<file path="src/hdl/bcc_pkg.sv">
// Purpose: constants and types for the back-channel config register bank
// Assumes: 8-bit register bus from a local I2C slave front end
// Notes: two receive ports, selected by the port-select register
// What this block does
// - Read-only 8-bit self-test error tally reports errors seen in self test.
// - Each receive port has its own config copy, chosen by port select.
// - Forward-all bit set forwards every local I2C transaction; resets to zero.
// - Forward-on-match bit forwards only transactions matching the address decoder.
// - Acknowledge-all bit makes the device acknowledge every I2C write itself.
// - Keep-alive bit set, reset one, keeps the back channel always enabled.
// - Keep-alive clear enables back channel only while a forwarding bit is set.
// - Keep-alive bit is written only by the local host, not the link.
// - CRC generation bit, reset one, appends CRC to back-channel traffic.
// - Three-bit rate field selects 2.5, 10, 25, 50 or 100 Mbps; others reserved.
// - Rate field reset value is loaded from a strap when power-down pin rises.
// - Back channel may show a short error burst after a rate change.
package bcc_pkg;
  // ----------------------------------------
  // Register map
  // ----------------------------------------
  localparam logic [7:0] BCC_ADDR_PORT_SEL = 8'h4c;
  localparam logic [7:0] BCC_ADDR_TALLY = 8'h57;
  localparam logic [7:0] BCC_ADDR_CONFIG = 8'h58;
  localparam int BCC_NPORTS = 2;
  // ----------------------------------------
  // Field layout and resets
  // ----------------------------------------
  localparam int BCC_FWD_ALL_BIT = 7;
  localparam int BCC_FWD_MATCH_BIT = 6;
  localparam int BCC_ACK_ALL_BIT = 5;
  localparam int BCC_KEEP_ALIVE_BIT = 4;
  localparam int BCC_CRC_BIT = 3;
  localparam logic [7:0] BACK_CHANNEL_CONFIG_RESET = 8'h18;
  localparam logic [7:0] BCC_TALLY_RESET = 8'h00;
  localparam logic [7:0] BCC_PORT_SEL_RESET = 8'h00;
  localparam logic [7:0] BCC_KEEP_MASK = 8'h10;
  localparam logic [7:0] BCC_RATE_MASK = 8'h07;
  // ----------------------------------------
  // Rate codes
  // ----------------------------------------
  typedef enum logic [2:0] {
    BCC_RATE_2M5 = 3'h0,
    BCC_RATE_10M = 3'h2,
    BCC_RATE_25M = 3'h5,
    BCC_RATE_50M = 3'h6,
    BCC_RATE_100M = 3'h7
  } bcc_rate_t;
  // Settle window after rate change, in ns and cycles at 125 MHz
  localparam int BCC_CLK_PERIOD_NS = 8;
  localparam int BCC_SETTLE_NS = 800;
  localparam int BCC_SETTLE_CYC = (BCC_SETTLE_NS + BCC_CLK_PERIOD_NS - 1) / BCC_CLK_PERIOD_NS;
  // Strap loader states
  typedef enum logic [2:0] {
    BCC_ST_IDLE = 3'b001,
    BCC_ST_LOAD = 3'b010,
    BCC_ST_RUN = 3'b100
  } bcc_state_t;

  function automatic logic bcc_rate_valid(input logic [2:0] code);
    bcc_rate_valid = (code == BCC_RATE_2M5) || (code == BCC_RATE_10M) || (code == BCC_RATE_25M) ||
                     (code == BCC_RATE_50M) || (code == BCC_RATE_100M);
  endfunction
endpackage

</file>
<file path="src/hdl/bcc_cfg_if.sv">
// Purpose: carrier of one port's decoded config between modules
// Assumes: single clock domain
// Notes: none
`timescale 1ns/1ps
`default_nettype none
interface bcc_cfg_if;
  logic [7:0] cfg;
  logic bc_enable;
  logic crc_on;
  logic [2:0] rate;
  logic rate_ok;
  modport src (output cfg);
  modport dec (input cfg, output bc_enable, crc_on, rate, rate_ok);
  modport use_side (input bc_enable, crc_on, rate, rate_ok, cfg);
endinterface
`default_nettype wire

</file>
<file path="src/hdl/bcc_regs.sv">
// Purpose: per-port back-channel config registers and self-test tally
// Assumes: register bus from the local I2C slave, one-cycle strobes
// Notes: remote writes come from the control channel and cannot touch keep-alive
`timescale 1ns/1ps
`default_nettype none
module bcc_regs (
  // Clock and reset
  input wire logic i_clk,
  input wire logic i_rst_b,
  // Power-down pin and strap
  input wire logic i_power_down_pin,
  input wire logic [2:0] i_rate_strap,
  // Register bus
  input wire logic i_wr,
  input wire logic i_rd,
  input wire logic i_remote,
  input wire logic [7:0] i_addr,
  input wire logic [7:0] i_wdata,
  output logic [7:0] o_rdata,
  output logic o_rvalid,
  // Self-test error events
  input wire logic i_bist_clr,
  input wire logic i_bist_err,
  // Port 0 controls
  output logic o_fwd_all_0,
  output logic o_fwd_match_0,
  output logic o_ack_all_0,
  output logic o_bc_enable_0,
  output logic o_crc_on_0,
  output logic [2:0] o_rate_0,
  output logic o_rate_bad_0,
  output logic o_settling_0,
  // Port 1 controls
  output logic o_fwd_all_1,
  output logic o_fwd_match_1,
  output logic o_ack_all_1,
  output logic o_bc_enable_1,
  output logic o_crc_on_1,
  output logic [2:0] o_rate_1,
  output logic o_rate_bad_1,
  output logic o_settling_1
);
  import bcc_pkg::*;

  // ----------------------------------------
  // Storage
  // ----------------------------------------
  logic [7:0] cfg_mem [BCC_NPORTS];
  logic [7:0] port_sel;
  logic [7:0] tally;
  logic pdp_q;
  bcc_state_t state;
  bcc_state_t next_state;

  // ----------------------------------------
  // Decode
  // ----------------------------------------
  wire logic sel_idx;
  wire logic hit_cfg;
  wire logic hit_sel;
  wire logic hit_tally;
  wire logic pdp_rise;
  wire logic [7:0] wr_mask;
  wire logic [7:0] next_cfg;
  wire logic [7:0] strap_cfg;
  wire logic [7:0] next_tally;
  wire logic [7:0] rd_mux;

  // Port select low bit picks the copy
  assign sel_idx = port_sel[0];
  assign hit_cfg = (i_addr == BCC_ADDR_CONFIG);
  assign hit_sel = (i_addr == BCC_ADDR_PORT_SEL);
  assign hit_tally = (i_addr == BCC_ADDR_TALLY);
  // Pin already high out of reset counts as a rise, so the strap rate lands
  assign pdp_rise = i_power_down_pin & ~pdp_q;
  assign wr_mask = i_remote ? ~BCC_KEEP_MASK : 8'hff;
  assign next_cfg = (cfg_mem[sel_idx] & ~wr_mask) | (i_wdata & wr_mask);
  assign strap_cfg = (BACK_CHANNEL_CONFIG_RESET & ~BCC_RATE_MASK) | {5'h00, i_rate_strap};
  // Saturate so a long run never wraps to a small count
  assign next_tally = i_bist_clr ? (i_bist_err ? 8'h01 : 8'h00) :
                      ((i_bist_err && tally != 8'hff) ? tally + 8'h01 : tally);
  // Unmapped reads return zero
  assign rd_mux = hit_cfg ? cfg_mem[sel_idx] : hit_sel ? port_sel : hit_tally ? tally : 8'h00;

  always_comb begin
    next_state = state;
    case (state)
      BCC_ST_IDLE: begin
        if (pdp_rise) begin
          next_state = BCC_ST_LOAD;
        end
      end
      BCC_ST_LOAD: begin
        next_state = BCC_ST_RUN;
      end
      BCC_ST_RUN: begin
        if (!i_power_down_pin) begin
          next_state = BCC_ST_IDLE;
        end
      end
      default: begin
        next_state = BCC_ST_IDLE;
      end
    endcase
  end

  // ----------------------------------------
  // Registers
  // ----------------------------------------
  always_ff @(posedge i_clk or negedge i_rst_b) begin
    if (!i_rst_b) begin
      state <= BCC_ST_IDLE;
      pdp_q <= 1'b0;
    end else begin
      state <= next_state;
      pdp_q <= i_power_down_pin;
    end
  end

  always_ff @(posedge i_clk or negedge i_rst_b) begin
    if (!i_rst_b) begin
      for (int p = 0; p < BCC_NPORTS; p++) begin
        cfg_mem[p] <= BACK_CHANNEL_CONFIG_RESET;
      end
    end else if (state == BCC_ST_LOAD) begin
      for (int p = 0; p < BCC_NPORTS; p++) begin
        cfg_mem[p] <= strap_cfg;
      end
    end else if (i_wr && hit_cfg) begin
      cfg_mem[sel_idx] <= next_cfg;
    end
  end

  always_ff @(posedge i_clk or negedge i_rst_b) begin
    if (!i_rst_b) begin
      port_sel <= BCC_PORT_SEL_RESET;
    end else if (i_wr && hit_sel) begin
      port_sel <= i_wdata;
    end
  end

  always_ff @(posedge i_clk or negedge i_rst_b) begin
    if (!i_rst_b) begin
      tally <= BCC_TALLY_RESET;
    end else begin
      tally <= next_tally;
    end
  end

  always_ff @(posedge i_clk or negedge i_rst_b) begin
    if (!i_rst_b) begin
      o_rdata <= 8'h00;
      o_rvalid <= 1'b0;
    end else begin
      o_rdata <= i_rd ? rd_mux : o_rdata;
      o_rvalid <= i_rd;
    end
  end

  // ----------------------------------------
  // Per-port decode
  // ----------------------------------------
  bcc_cfg_if cfg0 ();
  bcc_cfg_if cfg1 ();
  assign cfg0.cfg = cfg_mem[0];
  assign cfg1.cfg = cfg_mem[1];

  bcc_decode u_dec0 (
    .cfg_if(cfg0)
  );
  bcc_decode u_dec1 (
    .cfg_if(cfg1)
  );

  wire logic settle0;
  wire logic settle1;
  bcc_settle u_set0 (
    .i_clk(i_clk),
    .i_rst_b(i_rst_b),
    .i_rate(cfg0.rate),
    .o_settling(settle0)
  );
  bcc_settle u_set1 (
    .i_clk(i_clk),
    .i_rst_b(i_rst_b),
    .i_rate(cfg1.rate),
    .o_settling(settle1)
  );

  // ----------------------------------------
  // Next output values
  // ----------------------------------------
  wire logic next_fwd_all_0;
  wire logic next_fwd_match_0;
  wire logic next_ack_all_0;
  wire logic next_bc_enable_0;
  wire logic next_crc_on_0;
  wire logic [2:0] next_rate_0;
  wire logic next_rate_bad_0;
  wire logic next_settling_0;
  wire logic next_fwd_all_1;
  wire logic next_fwd_match_1;
  wire logic next_ack_all_1;
  wire logic next_bc_enable_1;
  wire logic next_crc_on_1;
  wire logic [2:0] next_rate_1;
  wire logic next_rate_bad_1;
  wire logic next_settling_1;

  assign next_fwd_all_0 = cfg0.cfg[BCC_FWD_ALL_BIT];
  assign next_fwd_match_0 = cfg0.cfg[BCC_FWD_MATCH_BIT];
  assign next_ack_all_0 = cfg0.cfg[BCC_ACK_ALL_BIT];
  assign next_bc_enable_0 = cfg0.bc_enable;
  assign next_crc_on_0 = cfg0.crc_on;
  assign next_rate_0 = cfg0.rate;
  // Reserved codes kept as written, only flagged
  assign next_rate_bad_0 = ~cfg0.rate_ok;
  assign next_settling_0 = settle0;

  assign next_fwd_all_1 = cfg1.cfg[BCC_FWD_ALL_BIT];
  assign next_fwd_match_1 = cfg1.cfg[BCC_FWD_MATCH_BIT];
  assign next_ack_all_1 = cfg1.cfg[BCC_ACK_ALL_BIT];
  assign next_bc_enable_1 = cfg1.bc_enable;
  assign next_crc_on_1 = cfg1.crc_on;
  assign next_rate_1 = cfg1.rate;
  // Reserved codes kept as written, only flagged
  assign next_rate_bad_1 = ~cfg1.rate_ok;
  assign next_settling_1 = settle1;

  // ----------------------------------------
  // Registered outputs
  // ----------------------------------------
  // Link gating bits of port 0
  always_ff @(posedge i_clk or negedge i_rst_b) begin
    if (!i_rst_b) begin
      o_fwd_all_0 <= 1'b0;
      o_fwd_match_0 <= 1'b0;
      o_ack_all_0 <= 1'b0;
      o_bc_enable_0 <= 1'b1;
      o_crc_on_0 <= 1'b1;
    end else begin
      o_fwd_all_0 <= next_fwd_all_0;
      o_fwd_match_0 <= next_fwd_match_0;
      o_ack_all_0 <= next_ack_all_0;
      o_bc_enable_0 <= next_bc_enable_0;
      o_crc_on_0 <= next_crc_on_0;
    end
  end

  // Rate group of port 0
  always_ff @(posedge i_clk or negedge i_rst_b) begin
    if (!i_rst_b) begin
      o_rate_0 <= 3'h0;
      o_rate_bad_0 <= 1'b0;
      o_settling_0 <= 1'b0;
    end else begin
      o_rate_0 <= next_rate_0;
      o_rate_bad_0 <= next_rate_bad_0;
      o_settling_0 <= next_settling_0;
    end
  end

  // Link gating bits of port 1
  always_ff @(posedge i_clk or negedge i_rst_b) begin
    if (!i_rst_b) begin
      o_fwd_all_1 <= 1'b0;
      o_fwd_match_1 <= 1'b0;
      o_ack_all_1 <= 1'b0;
      o_bc_enable_1 <= 1'b1;
      o_crc_on_1 <= 1'b1;
    end else begin
      o_fwd_all_1 <= next_fwd_all_1;
      o_fwd_match_1 <= next_fwd_match_1;
      o_ack_all_1 <= next_ack_all_1;
      o_bc_enable_1 <= next_bc_enable_1;
      o_crc_on_1 <= next_crc_on_1;
    end
  end

  // Rate group of port 1
  always_ff @(posedge i_clk or negedge i_rst_b) begin
    if (!i_rst_b) begin
      o_rate_1 <= 3'h0;
      o_rate_bad_1 <= 1'b0;
      o_settling_1 <= 1'b0;
    end else begin
      o_rate_1 <= next_rate_1;
      o_rate_bad_1 <= next_rate_bad_1;
      o_settling_1 <= next_settling_1;
    end
  end
endmodule // bcc_regs
`default_nettype wire

</file>
<file path="src/hdl/bcc_decode.sv">
// Purpose: decode one port config byte into back-channel controls
// Assumes: combinational only
// Notes: reserved rate codes flagged, not remapped
`timescale 1ns/1ps
`default_nettype none
module bcc_decode (
  // Config carrier
  bcc_cfg_if.dec cfg_if
);
  import bcc_pkg::*;
  wire logic keep_on;
  wire logic fwd_any;
  assign keep_on = cfg_if.cfg[BCC_KEEP_ALIVE_BIT];
  assign fwd_any = cfg_if.cfg[BCC_FWD_ALL_BIT] | cfg_if.cfg[BCC_FWD_MATCH_BIT];
  assign cfg_if.bc_enable = keep_on | fwd_any;
  assign cfg_if.crc_on = cfg_if.cfg[BCC_CRC_BIT];
  assign cfg_if.rate = cfg_if.cfg[2:0];
  assign cfg_if.rate_ok = bcc_rate_valid(cfg_if.cfg[2:0]);
endmodule // bcc_decode
`default_nettype wire

</file>
<file path="src/hdl/bcc_settle.sv">
// Purpose: flags the error-prone window after a rate change
// Assumes: rate input held stable between changes
// Notes: counter restarts on every change
`timescale 1ns/1ps
`default_nettype none
module bcc_settle (
  // Clock and reset
  input wire logic i_clk,
  input wire logic i_rst_b,
  // Rate in
  input wire logic [2:0] i_rate,
  // Window out
  output logic o_settling
);
  import bcc_pkg::*;
  logic [2:0] last_rate;
  logic [7:0] cnt;
  wire logic changed;
  wire logic [7:0] next_cnt;
  assign changed = (i_rate != last_rate);
  assign next_cnt = changed ? 8'(BCC_SETTLE_CYC) : ((cnt != 8'h00) ? cnt - 8'h01 : 8'h00);
  always_ff @(posedge i_clk or negedge i_rst_b) begin
    if (!i_rst_b) begin
      last_rate <= 3'h0;
      cnt <= 8'h00;
      o_settling <= 1'b0;
    end else begin
      last_rate <= i_rate;
      cnt <= next_cnt;
      o_settling <= (next_cnt != 8'h00);
    end
  end
endmodule // bcc_settle
`default_nettype wire

</file>
<file path="config.mk">
export PLATFORM = sky130hd
export DESIGN_NAME = bcc_regs
export DESIGN_NICKNAME = d
export VERILOG_FILES = /design/src/hdl/bcc_pkg.sv /design/src/hdl/bcc_cfg_if.sv /design/src/hdl/bcc_regs.sv /design/src/hdl/bcc_decode.sv /design/src/hdl/bcc_settle.sv
export SDC_FILE = /design/constraint.sdc
export NUM_CORES = 1
export LEC_CHECK = 0
export BUFFER_PORTS_ARGS = -buffer_cell sky130_fd_sc_hd__buf_4
export CAP_MARGIN = 20
export CORE_UTILIZATION = 45
export DETAILED_ROUTE_END_ITERATION = 10
export GPL_TIMING_DRIVEN = 0
export PLACE_DENSITY = 0.65
export SYNTH_ARGS = -nofsm -noshare
export SYNTH_HDL_FRONTEND = slang
export SYNTH_SLANG_ARGS = --single-unit
</file>
<file path="constraint.sdc">
create_clock -name i_clk -period 2.2 [get_ports i_clk]
set_input_delay 0.22 -clock i_clk [delete_from_list [all_inputs] [get_ports i_clk]]
set_output_delay 0.22 -clock i_clk [all_outputs]
set_load 0.03 [all_outputs]
</file>
Yosys cells after proc, flatten, opt, wreduce, memory -nomap -nowiden:

Index checks and enable logic that the tools add are counted.

* add/sub/neg operators: 3
* multipliers: 0
* div/mod/pow operators: 0
* $lt $le $gt $ge: 2
* equality and inequality tests: 19
* shift operators: 0
* muxes and demuxes: 22
* bitwise operators: 13
* reduce and logical (&&, ||, !) cells: 21

Operators by type and width (count)
* 8-bit two-way mux: 13
* 16-bit two-way mux: 2
* 8-bit nonzero test: 4
* 8-bit by 7-bit == test with 1-bit output (second input constant): 3
* 3-bit == test (second input constant): 7
* 8-bit bitwise AND: 2
* 16-bit bitwise mux: 1
* 8-bit by 1-bit subtractor with 8-bit output (second input constant): 2
* 3-bit by 2-bit == test with 1-bit output (second input constant): 3
* 3-bit one-hot mux with 3 select lines: 1
* 8-bit by 1-bit adder with 8-bit output (second input constant): 1
* 8-bit demux with 1-bit select: 1
* 1-bit logical OR: 8
* 8-bit != test (second input constant): 1
* 8-bit NOT: 1
* 8-bit OR: 1
* 3-bit logical NOT: 2
* 3-bit two-way mux: 2
* 3-bit != test: 2
* 5-bit two-way mux: 1
* 1-bit logical AND: 4
* 2-bit != test (second input constant): 2
* 1-bit OR: 4
* 2-bit nonzero test: 2
* 8 further kinds: 10

* bits in registers: 83
* latch bits: 0
* bits in writable memories: 0
* memory bits (read-only): 0
* input bits: 27
* output and inout bits: 29
* logic and storage cells: 108
* memories kept: 0

Logic depth before layout (Yosys ltp):

* depth after elaboration: 9
* depth in mapped cells: 7
* gate-level depth less buffers: 7

By module:

A second synthesis with hierarchy kept.

* cells, all modules: 344
* area, all modules: 4003.8 um2

By module, submodules not included
* bcc_regs: times used 1, cells each 226, area an instance 2777.7 um2, sequential area each 1637.8 um2
* bcc_settle: times used 2, cells each 52, area an instance 563.0 um2, sequential area each 300.3 um2
* bcc_decode: times used 2, cells each 7, area an instance 50.0 um2, sequential area each 0.0 um2

Least setup slack after synthesis:

Ideal clock, no wire load.

* path kind: flip-flop to flip-flop
* from: reg u_set0.cnt[2]
* to: reg u_set0.o_settling
* library setup time: 124 ps
* arrival: 1617 ps
* required time: 2076 ps
* slack: 459 ps
* cell stages (with the launch flop): 7
* buffers on the path: 1
* clock period less this slack: 1741 ps
* cells stage by stage: dfrtp_1 > clkbuf_1 > or4_1 > nor2_1 > xnor2_1 > nand4_1 > a211o_1

* word-level cells in the longest chain between the ends: 4
* elaborated cells between the ends (all ways): 5
* classes of those cells: 1 x add/sub; 2 x mux; 2 x reduce/logical

Ends and longest elaborated chain
* start: declaration: line bcc_settle.sv:17 `logic [7:0] cnt;`
* start signal: assignment: line bcc_settle.sv:29 `cnt <= next_cnt;`
* 8-bit by 1-bit subtractor with 8-bit output / 8-bit nonzero test (equally long branches): line bcc_settle.sv:21 `assign next_cnt = changed ? 8'(BCC_SETTLE_CYC) : ((cnt != 8'h00) ? cnt - 8'h01 : 8'h00);`
* 8-bit two-way mux * (2 in a row): line bcc_settle.sv:21
* 8-bit nonzero test *: line bcc_settle.sv:30 `o_settling <= (next_cnt != 8'h00);`
* end signal: assignment: line bcc_settle.sv:30
* end: declaration: line bcc_settle.sv:13 `output logic o_settling`

Every way passes the cells marked *; elsewhere a longest branch is shown, timed or not.
A chain may end at the register's enable or synchronous reset.

Worst setup path in the final report:

* from: reg u_set1.cnt[3]
* to: reg u_set1.cnt[4]

* word-level cells in the longest chain between the ends: 3
* elaborated cells between the ends (all ways): 4
* classes of those cells: 1 x add/sub; 2 x mux; 1 x reduce/logical

Ends and longest elaborated chain
* start: declaration: line bcc_settle.sv:17
* start signal: assignment: line bcc_settle.sv:29
* 8-bit by 1-bit subtractor with 8-bit output / 8-bit nonzero test (equally long branches): line bcc_settle.sv:21
* 8-bit two-way mux * (2 in a row): line bcc_settle.sv:21
* via u_set1.next_cnt[4]: line bcc_settle.sv:19 `wire logic [7:0] next_cnt;`

Mark *: on every way through the listed nets, which the timed path passes. The rest lies on a longest branch.

==> results.md <==
* Period utilization at 0.8801
* Synth async-reset ratio at 1.000
* Cell variety after synth at 45
* Largest net degree at the start of global routing at 84
* Final WL at 7415 um
* CTS clock-pin slew for the worst setup and hold paths at 0.09 ns
* Final hold viol count at 0
* Hold_sp: i_wdata[0]
* Routed vias at 2643
* Core ar. at 0.007848 sq mm
* Max Cap Viol at 0
* Initial antenna violation count at 0
* Clock Tree Root: clkbuf_8
* Diode count at 0
* Final Setup Violations at 0
* Warnings, synthesis at 0
* WS Path Type: flip-flop to flip-flop
* Post-layout minimum cycle time at 1.936 ns
* Number of buffers added on ports at 54
* IO Pins at 56
* Num rows at 32
* Least-Margin Pin Slew at 1.025 ns
* CP arrival at 2.17 ns
* Avg Cell Area, Syn at 11.25 sq um
* Crit end category: flip-flop
* Post-Synthesis Cells at 328
* Seq/Total Area, Yosys at 0.5660
* First-pass GRT wire length at 12570 um
* Power Density at 902.2 mW/mm^2
* RePlAce Congestion at 0.7800
* Yosys reg bits at 83
* Clk sink count at 83
* Chip width at 92.55 um
* Post-Route Setup TNS at 0 ns
* Status: finished, final reports clean
* Share of cells above drive strength 1 at 0.2512
* Register area at 0.002088 sq mm
* Drt first pass iters at 4
* Post-DP HPWL at 5184 um
* CTS max path bufs at 2
* Cts bufs inserted at 9
* Worst-Skew Late Latency at 0.35 ns
* Post-synthesis cell area at 0.003690 sq mm
* Footprint of the multi-input gates at 0.001484 sq mm
* CP Launch Type: flip-flop
* Top cell type's share of synthesized area at 0.5019
* Largest cells by area after synthesis: dfrtp_1 50%, mux2i_1 7.3%, dfstp_2 6.4%
* Fmax at 516.5 MHz
* Hold Path Stages at 2
* Worst slew margin at 0.3154
* Synth area leader: dfrtp_1
* Leakage at 2.028 nW
* Clock skew at 0.01161 ns
* GRT Total Usage at 0.1897
* CTS tree: yes
* Vias in the first global route at 2678
* Reg2Reg Launch Point: u_set1.cnt[3]
* Postcts setup bufs at 0
* Hold Crit Class: primary input to flip-flop
* Fillers at 716
* Global-route congestion overflow total at 0
* Hold endpoint: port_sel[0]
* Number of enable flip-flop cells after synthesis at 0
* Hold Slack at 0.1183 ns
* Post-synth top flop: dfrtp_1
* Vert. Die Dim at 92.55 um
* RSZ-0062 raised after global routing: no
* Final ANT Viol Nets at 0
* Vias per cell at 5.244
* H-tree level count at 3
* Drt drc at 0
* Crit path max fanout at 5
* VDD IR max at 0.3896 mV
* FF-to-FF End: u_set1.cnt[4]
* Die area at 0.008566 sq mm
* Post-cts gate resize count at 0
* Synth Net Count at 360
* CP required at 2.43 ns
* # nets final at 429
* First DRT Iteration DRCs at 124
* Worst-case reg-to-reg path depth at 4
* Synth-to-Final Area Change at 22.79%
* Initial Util at 0.4702
* FF-to-FF setup slack at 0.26 ns
* Slew Viols, Final at 0
* WL/cell at 14.71 um
-- cells by family (layout without fill, tap and decap cells) --
| family | Yosys count | after routing | synth area share |
|---|---|---|---|
| buffers and inverters | 29 | 103 | 0.03187 |
| adders and majority gates | 5 | 5 | 0.01695 |
| AOI/OAI and AO/OA | 47 | 47 | 0.08648 |
| DFF | 83 | 83 | 0.5660 |
| muxes | 37 | 37 | 0.1038 |
| xor gates and xnor gates | 19 | 19 | 0.04510 |
| and+or+nand+nor | 108 | 108 | 0.1499 |
-- stage by stage --
step	util	cells	setup WS, ns	power, W	instance area (sq um)
after floorplan	-	328	0.4593	0.002457	3690
after global placement	0.5381	484	0.2910	0.002753	4223
after detailed placement	0.5381	484	0.2763	0.002773	4223
after CTS	0.5725	502	0.2468	0.004119	4493
after global routing	0.5773	504	0.1295	0.004305	4531
final	0.5773	504	0.2639	0.004087	4531
-- report_power, final --
part	total [W]	switching [W]	internal [W]	leakage, nW
Sequential	0.00187	0.000173	0.00170	1.03
Combinational	0.000879	0.000501	0.000377	0.875
Clock	0.00134	0.000552	0.000787	0.126
Total	0.00409	0.00123	0.00286	2.03
-- what timing repair did --
| action | 4_1_cts | 5_1_grt |
|---|---|---|
| hold buffers | 2 | 1 |
| endpoints found under the hold margin | 2 | 8 |
| endpoints found under the setup margin | 0 | 0 |
-- cell type report --
type                            count  share of cell area
Inverter                           20             0.01657
Timing Repair Buffer               58              0.1022
Multi-Input combinational cell    216              0.3275
Clock buffer                       10             0.03038
Tap cell                          102             0.02817
Sequential cell                    83              0.4609
Buffer                              9            0.009390
Clock inverter                      6             0.02485
-- worst max path at each step --
stage                              from                 to
after floorplan           u_set0.cnt[2]  u_set0.o_settling
after global placement    u_set1.cnt[3]      u_set1.cnt[4]
after detailed placement  u_set1.cnt[3]      u_set1.cnt[4]
after CTS                 u_set1.cnt[3]      u_set1.cnt[4]
after global routing      u_set1.cnt[3]      u_set1.cnt[4]
final                     u_set1.cnt[3]      u_set1.cnt[4]
-- cell usage after synthesis (2+ instances only) --
library cell / number
xor2_1: 10
nand2_1: 15
and3_1: 3
nor4b_1: 2
o21ai_0: 6
a221oi_1: 8
o22ai_1: 8
nor2_1: 49
and2_1: 2
mux2i_1: 27
nor3_1: 4
a21oi_1: 12
nand3b_1: 4
and4b_1: 2
nor3b_1: 3
buf_1: 3
nand3_1: 9
mux2_2: 10
or3_1: 2
clkbuf_1: 4
o31ai_1: 4
or4_4: 2
a31oi_1: 3
inv_1: 20
nor2b_1: 3
dfrtp_1: 74
xnor2_1: 9
ha_1: 5
dfstp_2: 9
-- state kept, by name, indices dropped and copies added, names as in the netlist, 8 cells and up --
register / count
cfg0.cfg: 8
cfg1.cfg: 8
o_rdata: 8
port_sel: 8
tally: 8
u_set0.cnt: 8
u_set1.cnt: 8
-- cells in the final DEF (no fill, tap or decap), types with 4 or more instances in the layout --
cell	instances
xnor2_1	9
ha_1	5
mux2_2	10
clkbuf_8	10
a221oi_1	8
nor3_1	4
nand3_1	9
dfrtp_1	74
mux2i_1	27
dfstp_2	9
xor2_1	10
buf_4	54
o22ai_1	8
clkbuf_1	4
o21ai_0	6
o31ai_1	4
nand2_1	15
a21oi_1	12
nor2_1	49
inv_1	20
nand3b_1	4
-- worst max-delay path, cell delays in order, from the launching register on --
cell,delay (ns)
dfrtp_1,0.44
or4_4,0.58
nor4b_1,0.47
nand2b_1,0.26
nor2_1,0.07
-- routing by layer --
| layer | track usage | up-vias | share of wire |
|---|---|---|---|
| li1 | - | 1284 | - |
| met1 | 0.2568 | 1304 | 0.47 |
| met2 | 0.2994 | 49 | 0.48 |
| met3 | 0.04680 | 6 | 0.040 |
| met4 | 0.06250 | 0 | 0.0082 |
| met5 | 0 | - | 0 |
(Power assumes the default switching activity.)
